## config.mk

```make
export PLATFORM = sky130hd
export DESIGN_NAME = oscpd_ctrl
export DESIGN_NICKNAME = d
export VERILOG_FILES = /design/src/core/oscpd_pkg.sv /design/src/core/oscpd_ctrl.sv /design/src/core/oscpd_subdiv.sv
export VERILOG_INCLUDE_DIRS = /design/src /design/src/core
export SDC_FILE = /design/constraint.sdc
export NUM_CORES = 1
export LEC_CHECK = 0
export BUFFER_PORTS_ARGS = -buffer_cell sky130_fd_sc_hd__buf_4
export CAP_MARGIN = 40
export CORE_MARGIN = 2
export CORE_UTILIZATION = 43
export DETAILED_ROUTE_END_ITERATION = 12
export PLACE_DENSITY = 0.73
export SLEW_MARGIN = 20
export SYNTH_ARGS = -nofsm -noshare
export SYNTH_HDL_FRONTEND = slang
export SYNTH_SLANG_ARGS = --single-unit
```

## constraint.sdc

```tcl
create_clock -name ref_clk_i -period 1.3 [get_ports ref_clk_i]
set_clock_uncertainty 0.2 [all_clocks]
set_input_delay 0 -clock ref_clk_i [delete_from_list [all_inputs] [get_ports ref_clk_i]]
set_output_delay 0 -clock ref_clk_i [all_outputs]
set_load 0.05 [all_outputs]
```

## src/core/oscpd_cfg.svh

```systemverilog
// Constants for the oscillator select and power-down control block
`ifndef OSCPD_CFG_SVH
`define OSCPD_CFG_SVH
`define OSCPD_SC_BOT_BIT    3
`define OSCPD_SC_OSHI_BIT   1
`define OSCPD_SC_OSLO_BIT   0
`define OSCPD_SC_RESET      4'hb
`define OSCPD_SC_WMASK      4'hb
`define OSCPD_SUBDIV_LEN    4
`define OSCPD_OS_EXT        2'h3
`define OSCPD_OS_RC2        2'h1
`define OSCPD_OS_XT4M       2'h2
`define OSCPD_OS_XT32K      2'h0
`endif

```

## src/core/oscpd_pkg.sv

```systemverilog
// Types for the oscillator select and power-down control block
package oscpd_pkg;
	typedef enum logic [1:0] {
		OSCPD_RUN,
		OSCPD_SLEEP
	} oscpd_state_t;

	// Oscillator run enables, one bit per source
	typedef struct packed {
		logic rc1;
		logic rc2;
		logic xt4m;
		logic xt32k;
		logic ext;
	} oscpd_osc_en_t;

	// Clock gating and detection controls toward the clock tree
	typedef struct packed {
		logic core_clk_en;
		logic periph_clk_en;
		logic osc_halt;
		logic brownout_en;
		logic brownout_low;
	} oscpd_pwr_t;
endpackage : oscpd_pkg

```

## src/core/oscpd_ctrl.sv

```systemverilog
// Oscillator selection, sub-clock source and sleep/power-down control
// What this block does
// - Threshold bit one picks low brown-out level, zero picks high level.
// - Sub-clock is selected clock over 16, except code 00 uses 32 kHz.
// - Select codes pair RC1 with external, RC2, 4 MHz or 32 kHz source.
// - Core clock select zero always stops RC oscillator 1.
// - Sleep halts the core system clock.
// - Sleep instruction sets global interrupt enable and, with no interrupt pending or active, halts the core in the same cycle.
// - Peripherals may interrupt during sleep; they keep running only while peripheral-clock-keep is one or code 00 gives them the 32 kHz sub-clock.
// - Any serviced interrupt or any reset ends sleep.
// - Sleep holds only while no interrupt pending or active bit is set.
// - Peripheral-clock-keep bit decides if peripheral clock runs in sleep.
// - Core and peripheral clocks both halted, with watchdog lock term set, switches off selected oscillator unless it is the 32 kHz one.
// - Selected 32 kHz oscillator runs regardless of peripheral-clock-keep.
// - Oscillator halt is sleep AND clock-keep term AND watchdog lock term.
// - Core select one runs system clock from RC1, zero from selected source.
// - Clock-keep zero halts peripheral clock in sleep, one keeps it.
`timescale 1ns/100ps
`default_nettype none
module oscpd_ctrl (
	input  wire logic                   ref_clk_i,
	input  wire logic                   reset_i,
	input  wire logic                   sc_wr_i,
	input  wire logic [3:0]             sc_wdata_i,
	input  wire logic                   core_clk_sel_i,
	input  wire logic                   periph_clock_keep_i,
	input  wire logic                   watchdog_lock_term_i,
	input  wire logic                   sleep_instr_i,
	input  wire logic                   irq_pending_i,
	input  wire logic                   irq_active_i,
	input  wire logic                   irq_service_i,
	output var  logic                   int_enable_set_o,
	output var  logic                   sleeping_o,
	output var  oscpd_pkg::oscpd_osc_en_t osc_en_o,
	output var  oscpd_pkg::oscpd_pwr_t  pwr_o,
	output var  logic [1:0]             sysclk_src_o,
	output var  logic                   sysclk_from_rc1_o,
	output var  logic                   subclk_from_32k_o,
	output var  logic                   peripheral_subclock_o
);
	import oscpd_pkg::*;
	`include "oscpd_cfg.svh"

	typedef struct packed {
		logic [3:0]    sc;
		oscpd_state_t  state;
		logic          ie_set;
		oscpd_osc_en_t osc_en;
		oscpd_pwr_t    pwr;
		logic [1:0]    src;
		logic          from_rc1;
		logic          sub_32k;
		logic          subclk;
	} oscpd_st_t;

	oscpd_st_t st_q;
	oscpd_st_t st_d;
	logic      div_tick;
	logic      sub_32k_now;

	// Oscillator-select field of the configuration register
	function automatic logic [1:0] os_code(input logic [3:0] sc);
		os_code = {sc[`OSCPD_SC_OSHI_BIT], sc[`OSCPD_SC_OSLO_BIT]};
	endfunction : os_code

	assign sub_32k_now = (os_code(st_q.sc) == `OSCPD_OS_XT32K);

	// Prescaler runs only while the peripheral clock is live
	oscpd_subdiv u_subdiv (
		.ref_clk_i (ref_clk_i),
		.reset_i   (reset_i),
		.run_i     (st_q.pwr.periph_clk_en),
		.tick_o    (div_tick)
	);

	always_comb begin
		logic wake;
		logic osc_stop;
		logic [1:0] code;
		wake     = 1'b0;
		osc_stop = 1'b0;
		code     = 2'h0;
		st_d        = st_q;
		st_d.ie_set = 1'b0;

		// Write-only register; bit 2 unused and kept at reset value
		if (sc_wr_i) begin
			st_d.sc = (sc_wdata_i & `OSCPD_SC_WMASK) | (st_q.sc & ~`OSCPD_SC_WMASK);
		end

		// Sleep sequencing; a pending or active interrupt blocks entry
		wake = irq_service_i | irq_pending_i | irq_active_i;
		unique case (st_q.state)
			OSCPD_RUN: begin
				if (sleep_instr_i) begin
					st_d.ie_set = 1'b1;
					if (!(irq_pending_i | irq_active_i)) begin
						st_d.state = OSCPD_SLEEP;
					end
				end
			end
			OSCPD_SLEEP: begin
				if (wake) begin
					st_d.state = OSCPD_RUN;
				end
			end
		endcase

		// Clock gating follows the state being entered
		st_d.pwr.core_clk_en   = (st_d.state == OSCPD_RUN);
		st_d.pwr.periph_clk_en = (st_d.state == OSCPD_RUN) | periph_clock_keep_i;
		// Keep term taken as clock not kept; active-high halt of the lock term
		osc_stop = (st_d.state == OSCPD_SLEEP) & ~periph_clock_keep_i
			& watchdog_lock_term_i;
		st_d.pwr.osc_halt     = osc_stop;
		st_d.pwr.brownout_en  = ~osc_stop;
		st_d.pwr.brownout_low = st_d.sc[`OSCPD_SC_BOT_BIT];

		// Oscillator enables; only the paired source runs
		code = os_code(st_d.sc);
		st_d.osc_en.rc1   = core_clk_sel_i & ~osc_stop;
		st_d.osc_en.rc2   = (code == `OSCPD_OS_RC2) & ~osc_stop;
		st_d.osc_en.xt4m  = (code == `OSCPD_OS_XT4M) & ~osc_stop;
		st_d.osc_en.ext   = (code == `OSCPD_OS_EXT) & ~osc_stop;
		st_d.osc_en.xt32k = (code == `OSCPD_OS_XT32K);

		st_d.src      = code;
		st_d.from_rc1 = core_clk_sel_i;
		st_d.sub_32k  = (code == `OSCPD_OS_XT32K);

		// Sub-clock enable: divided pulse, or level when the 32 kHz path feeds it
		st_d.subclk = sub_32k_now ? st_d.osc_en.xt32k : div_tick;
	end

	always_ff @(posedge ref_clk_i) begin
		if (reset_i) begin
			st_q        <= '0;
			st_q.sc     <= `OSCPD_SC_RESET;
			st_q.state  <= OSCPD_RUN;
			st_q.osc_en <= '{rc1: 1'b1, rc2: 1'b0, xt4m: 1'b0, xt32k: 1'b0, ext: 1'b1};
			st_q.pwr    <= '{core_clk_en: 1'b1, periph_clk_en: 1'b1, osc_halt: 1'b0,
				brownout_en: 1'b1, brownout_low: 1'b1};
			st_q.src      <= `OSCPD_OS_EXT;
			st_q.from_rc1 <= 1'b1;
		end else begin
			st_q <= st_d;
		end
	end

	// All outputs straight from the state register
	assign int_enable_set_o      = st_q.ie_set;
	assign sleeping_o            = (st_q.state == OSCPD_SLEEP);
	assign osc_en_o              = st_q.osc_en;
	assign pwr_o                 = st_q.pwr;
	assign sysclk_src_o          = st_q.src;
	assign sysclk_from_rc1_o     = st_q.from_rc1;
	assign subclk_from_32k_o     = st_q.sub_32k;
	assign peripheral_subclock_o = st_q.subclk;
endmodule : oscpd_ctrl
`default_nettype wire

```

## src/core/oscpd_subdiv.sv

```systemverilog
// Divide-by-16 enable generator for the peripheral sub-clock
`timescale 1ns/100ps
`default_nettype none
module oscpd_subdiv (
	input  wire logic ref_clk_i,
	input  wire logic reset_i,
	input  wire logic run_i,
	output var  logic tick_o
);
	import oscpd_pkg::*;
	`include "oscpd_cfg.svh"

	typedef struct packed {
		logic [`OSCPD_SUBDIV_LEN-1:0] cnt;
		logic                         tick;
	} oscpd_div_st_t;

	oscpd_div_st_t st_q;
	oscpd_div_st_t st_d;

	// Counter holds while the clock is gated, so no stray tick appears
	always_comb begin
		st_d      = st_q;
		st_d.tick = 1'b0;
		if (run_i) begin
			st_d.cnt  = st_q.cnt + 4'h1;
			st_d.tick = (st_q.cnt == 4'hf);
		end
	end

	always_ff @(posedge ref_clk_i) begin
		if (reset_i) begin
			st_q <= '0;
		end else begin
			st_q <= st_d;
		end
	end

	assign tick_o = st_q.tick;
endmodule : oscpd_subdiv
`default_nettype wire

```

==> flow_summary.toml <==
[status]
status = "complete, no violations"

[synth]
synth_fa_ha_area_frac = 0.0139
synth-simple-area-share = 0.218
synthCells = 88
synth_top_family_by_area = "simple AND/OR/NAND/NOR gates"
yosys_warnings = 0
synth.ff_latch_count = 22
ys.flop_type = "dfxtp_1"
postSynthAreaPerCell_sq_um = 10.3
synth_cell_types = 33
synth_xor_area_frac = 0.0291
synthArstFlopShare = 0
synth_edf_count = 0
synth_fp_nets = 103
synth_compound_area_frac = 0.0888
synthMuxAreaShare = 0.0444
synth.cell_area_sq_um = 902
ys_seq_area_frac = 0.488

[die]
fp.coreArea_sq_um = 1960
die-width_microns = 49.8
io_pins = 31
die_area_sq_um = 2480
die-height_microns = 49.8
rows = 16
initial_core_util = 0.460

[pwr]
p_sw_frac = 0.251
power_mw = 1.52
switchingPower_mw = 0.382
ir_drop_mv = 1.10
comb_power_share = 0.185
leakage_nw = 0.536
powerDensity_nw_per_um2 = 1210
intPower_mw = 1.14
p_clk_frac = 0.338
p_seq_frac = 0.477

[placement]
dp_slack_ns = 0.0169
io_buffer_count = 29
dpl_cell_area_sq_um = 1060
dp_hpwl_microns = 1070
dp_cells = 130
place.gp.congestion = 0.757

[clock_tree]
cts-root-buf = "clkbuf_4"
clock-sinks = 22
cts_tree = "done"
clk_pin_slew_ns = 0.11
cts_max_level = 1
numCtsBuffers = 3
clk_latency_ns = 0.31
cts_max_path_buffers = 2

[finish]
fin_cells = 147
drive_above_1_share = 0.383
area_growth_pct = 39.5
fillers = 173
final_nets = 136
stdcell_area_sq_um = 1260
diodes = 0

[timing]
setup_viol = 0
worst_slew_pin_slew_ns = 0.296
post-route-period-util = 0.979
fmaxAchievable_mhz = 786
rsz0062_at_grt = "true"
fin_tns_setup_ns = 0
slew_headroom = 0.802
hold_viol_final = 0
slew_violations = 0
finalCriticalPeriod_ns = 1.27
worst_slack_ns = 0.0270

[route]
initialDrtViolationCount = 2
drc_errors = 0
wl_per_cell_microns = 12.3
firstDrtPassIters = 4
vias = 681
final_antenna_net_count = 0
viasPerCell = 4.63
wirelength_microns = 1810

[critical_path]
required_ns = 1.30
arrival_ns = 1.27
critPathCaptureType = "register"
worstPathMaxFanout = 3
cp-start-kind = "input pin"
critical_path_class = "input pin to register"

[global_route]
grt_pass1_wl_microns = 2730
grt_overflow = 0
first_global_vias = 617
antenna_found_initial = 0
grt_usage = 0.147
grt_max_degree = 21

[min_path]
hold_path.class = "input pin to register"

[flow_run]
max-cap-violations = 0
[flip-flops by register name, indices dropped and copies added (netlist names)]
name / cells
sysclk_from_rc1_o: 1
u_subdiv.st_q: 4
subclk_from_32k_o: 1
peripheral_subclock_o: 1
pwr_o: 4
int_enable_set_o: 1
osc_en_o: 4
u_subdiv.tick_o: 1
st_q: 5
[per-layer routing]
metal	wire (microns)	vias to the layer above	global-route usage	part of all wire
li1	-	346	-	-
met1	734	310	0.168	0.41
met2	944	19	0.249	0.52
met3	74	6	0.0545	0.041
met4	54	0	0.0556	0.030
met5	0	-	0	0
[final timing paths]
path / slack, ns / from / to / cells past startpoint
worst max register to register: 0.05 / st_q[16] / pwr_o[1] / 3
worst min-delay path: 0.23 / periph_clock_keep_i / pwr_o[3] / 3
worst min register to register: 0.27 / st_q[16] / int_enable_set_o / 1
worst max-delay path: 0.03 / irq_active_i / pwr_o[3] / 5
[timing repair]
item / CTS / global route
setup endpoints to repair: 1 / 5
pin swaps: 0 / 0
hold buffers: 12 / 0
resized for setup: 1 / 5
endpoints found under the hold margin: 22 / 0
buffers inserted: 0 / 1
[synth_stat cells, types with 2 or more instances]
library cell	instances	share of area
inv_1	2	0.0083
nor2_1	10	0.042
nor3b_1	2	0.017
mux2_4	2	0.033
nor3_1	4	0.022
buf_4	12	0.10
nand2_1	3	0.012
xor2_1	2	0.019
nor2_2	3	0.021
and3_1	2	0.014
dfxtp_1	22	0.49
or2_1	3	0.021
[power by group through the flow]
stage / clock [mW] / sequential, mW / combinational, mW
2_1_floorplan: 0 / 0.755 / 0.165
3_3_place_gp: 0 / 0.741 / 0.236
3_5_place_dp: 0 / 0.742 / 0.241
4_1_cts: 0.527 / 0.728 / 0.271
5_1_grt: 0.561 / 0.732 / 0.299
6_report: 0.514 / 0.726 / 0.282
[stage by stage]
step,hold WS (ns),utilization
after floorplan,-0.104,-
after global placement,-0.00678,0.538
after detailed placement,-0.00547,0.538
after CTS,0.219,0.628
after global routing,0.229,0.642
final,0.227,0.642
[final cells by class]
class	instances	area [sq um]	share of cell area
flip-flops and latches	22	445	0.354
multi-input cells	50	367	0.291
repair buffers	42	353	0.280
well taps	27	33.8	0.0268
clock inverters	1	30.0	0.0239
clock buffers	3	22.5	0.0179
inverters	2	7.51	0.00596
[cells in the final DEF, fill, tap and decap left out, drive strengths merged, types with 2 or more instances in the layout]
master and n:
nor2 13, clkbuf 3, nor3b 2, xor2 2, or2 4, nor3 4
nand2 3, dfxtp 22, buf 30, mux2 2, and3 2, dlygate4sd3 12
nor2b 2, inv 2
[cells by family after synthesis]
group / count (synthesis)
xor+xnor: 3
simple gates: 35
compound gates: 8
mux: 3
flops: 22
buf+inv: 16
fa+ha+maj: 1
[worst max-delay path, stage by stage]
cell	delay, ns
dlygate4sd3_1	0.53
buf_4	0.15
nor2_4	0.15
a31oi_2	0.12
or3_1	0.31
Note: power is estimated with default switching activity, not from simulation.
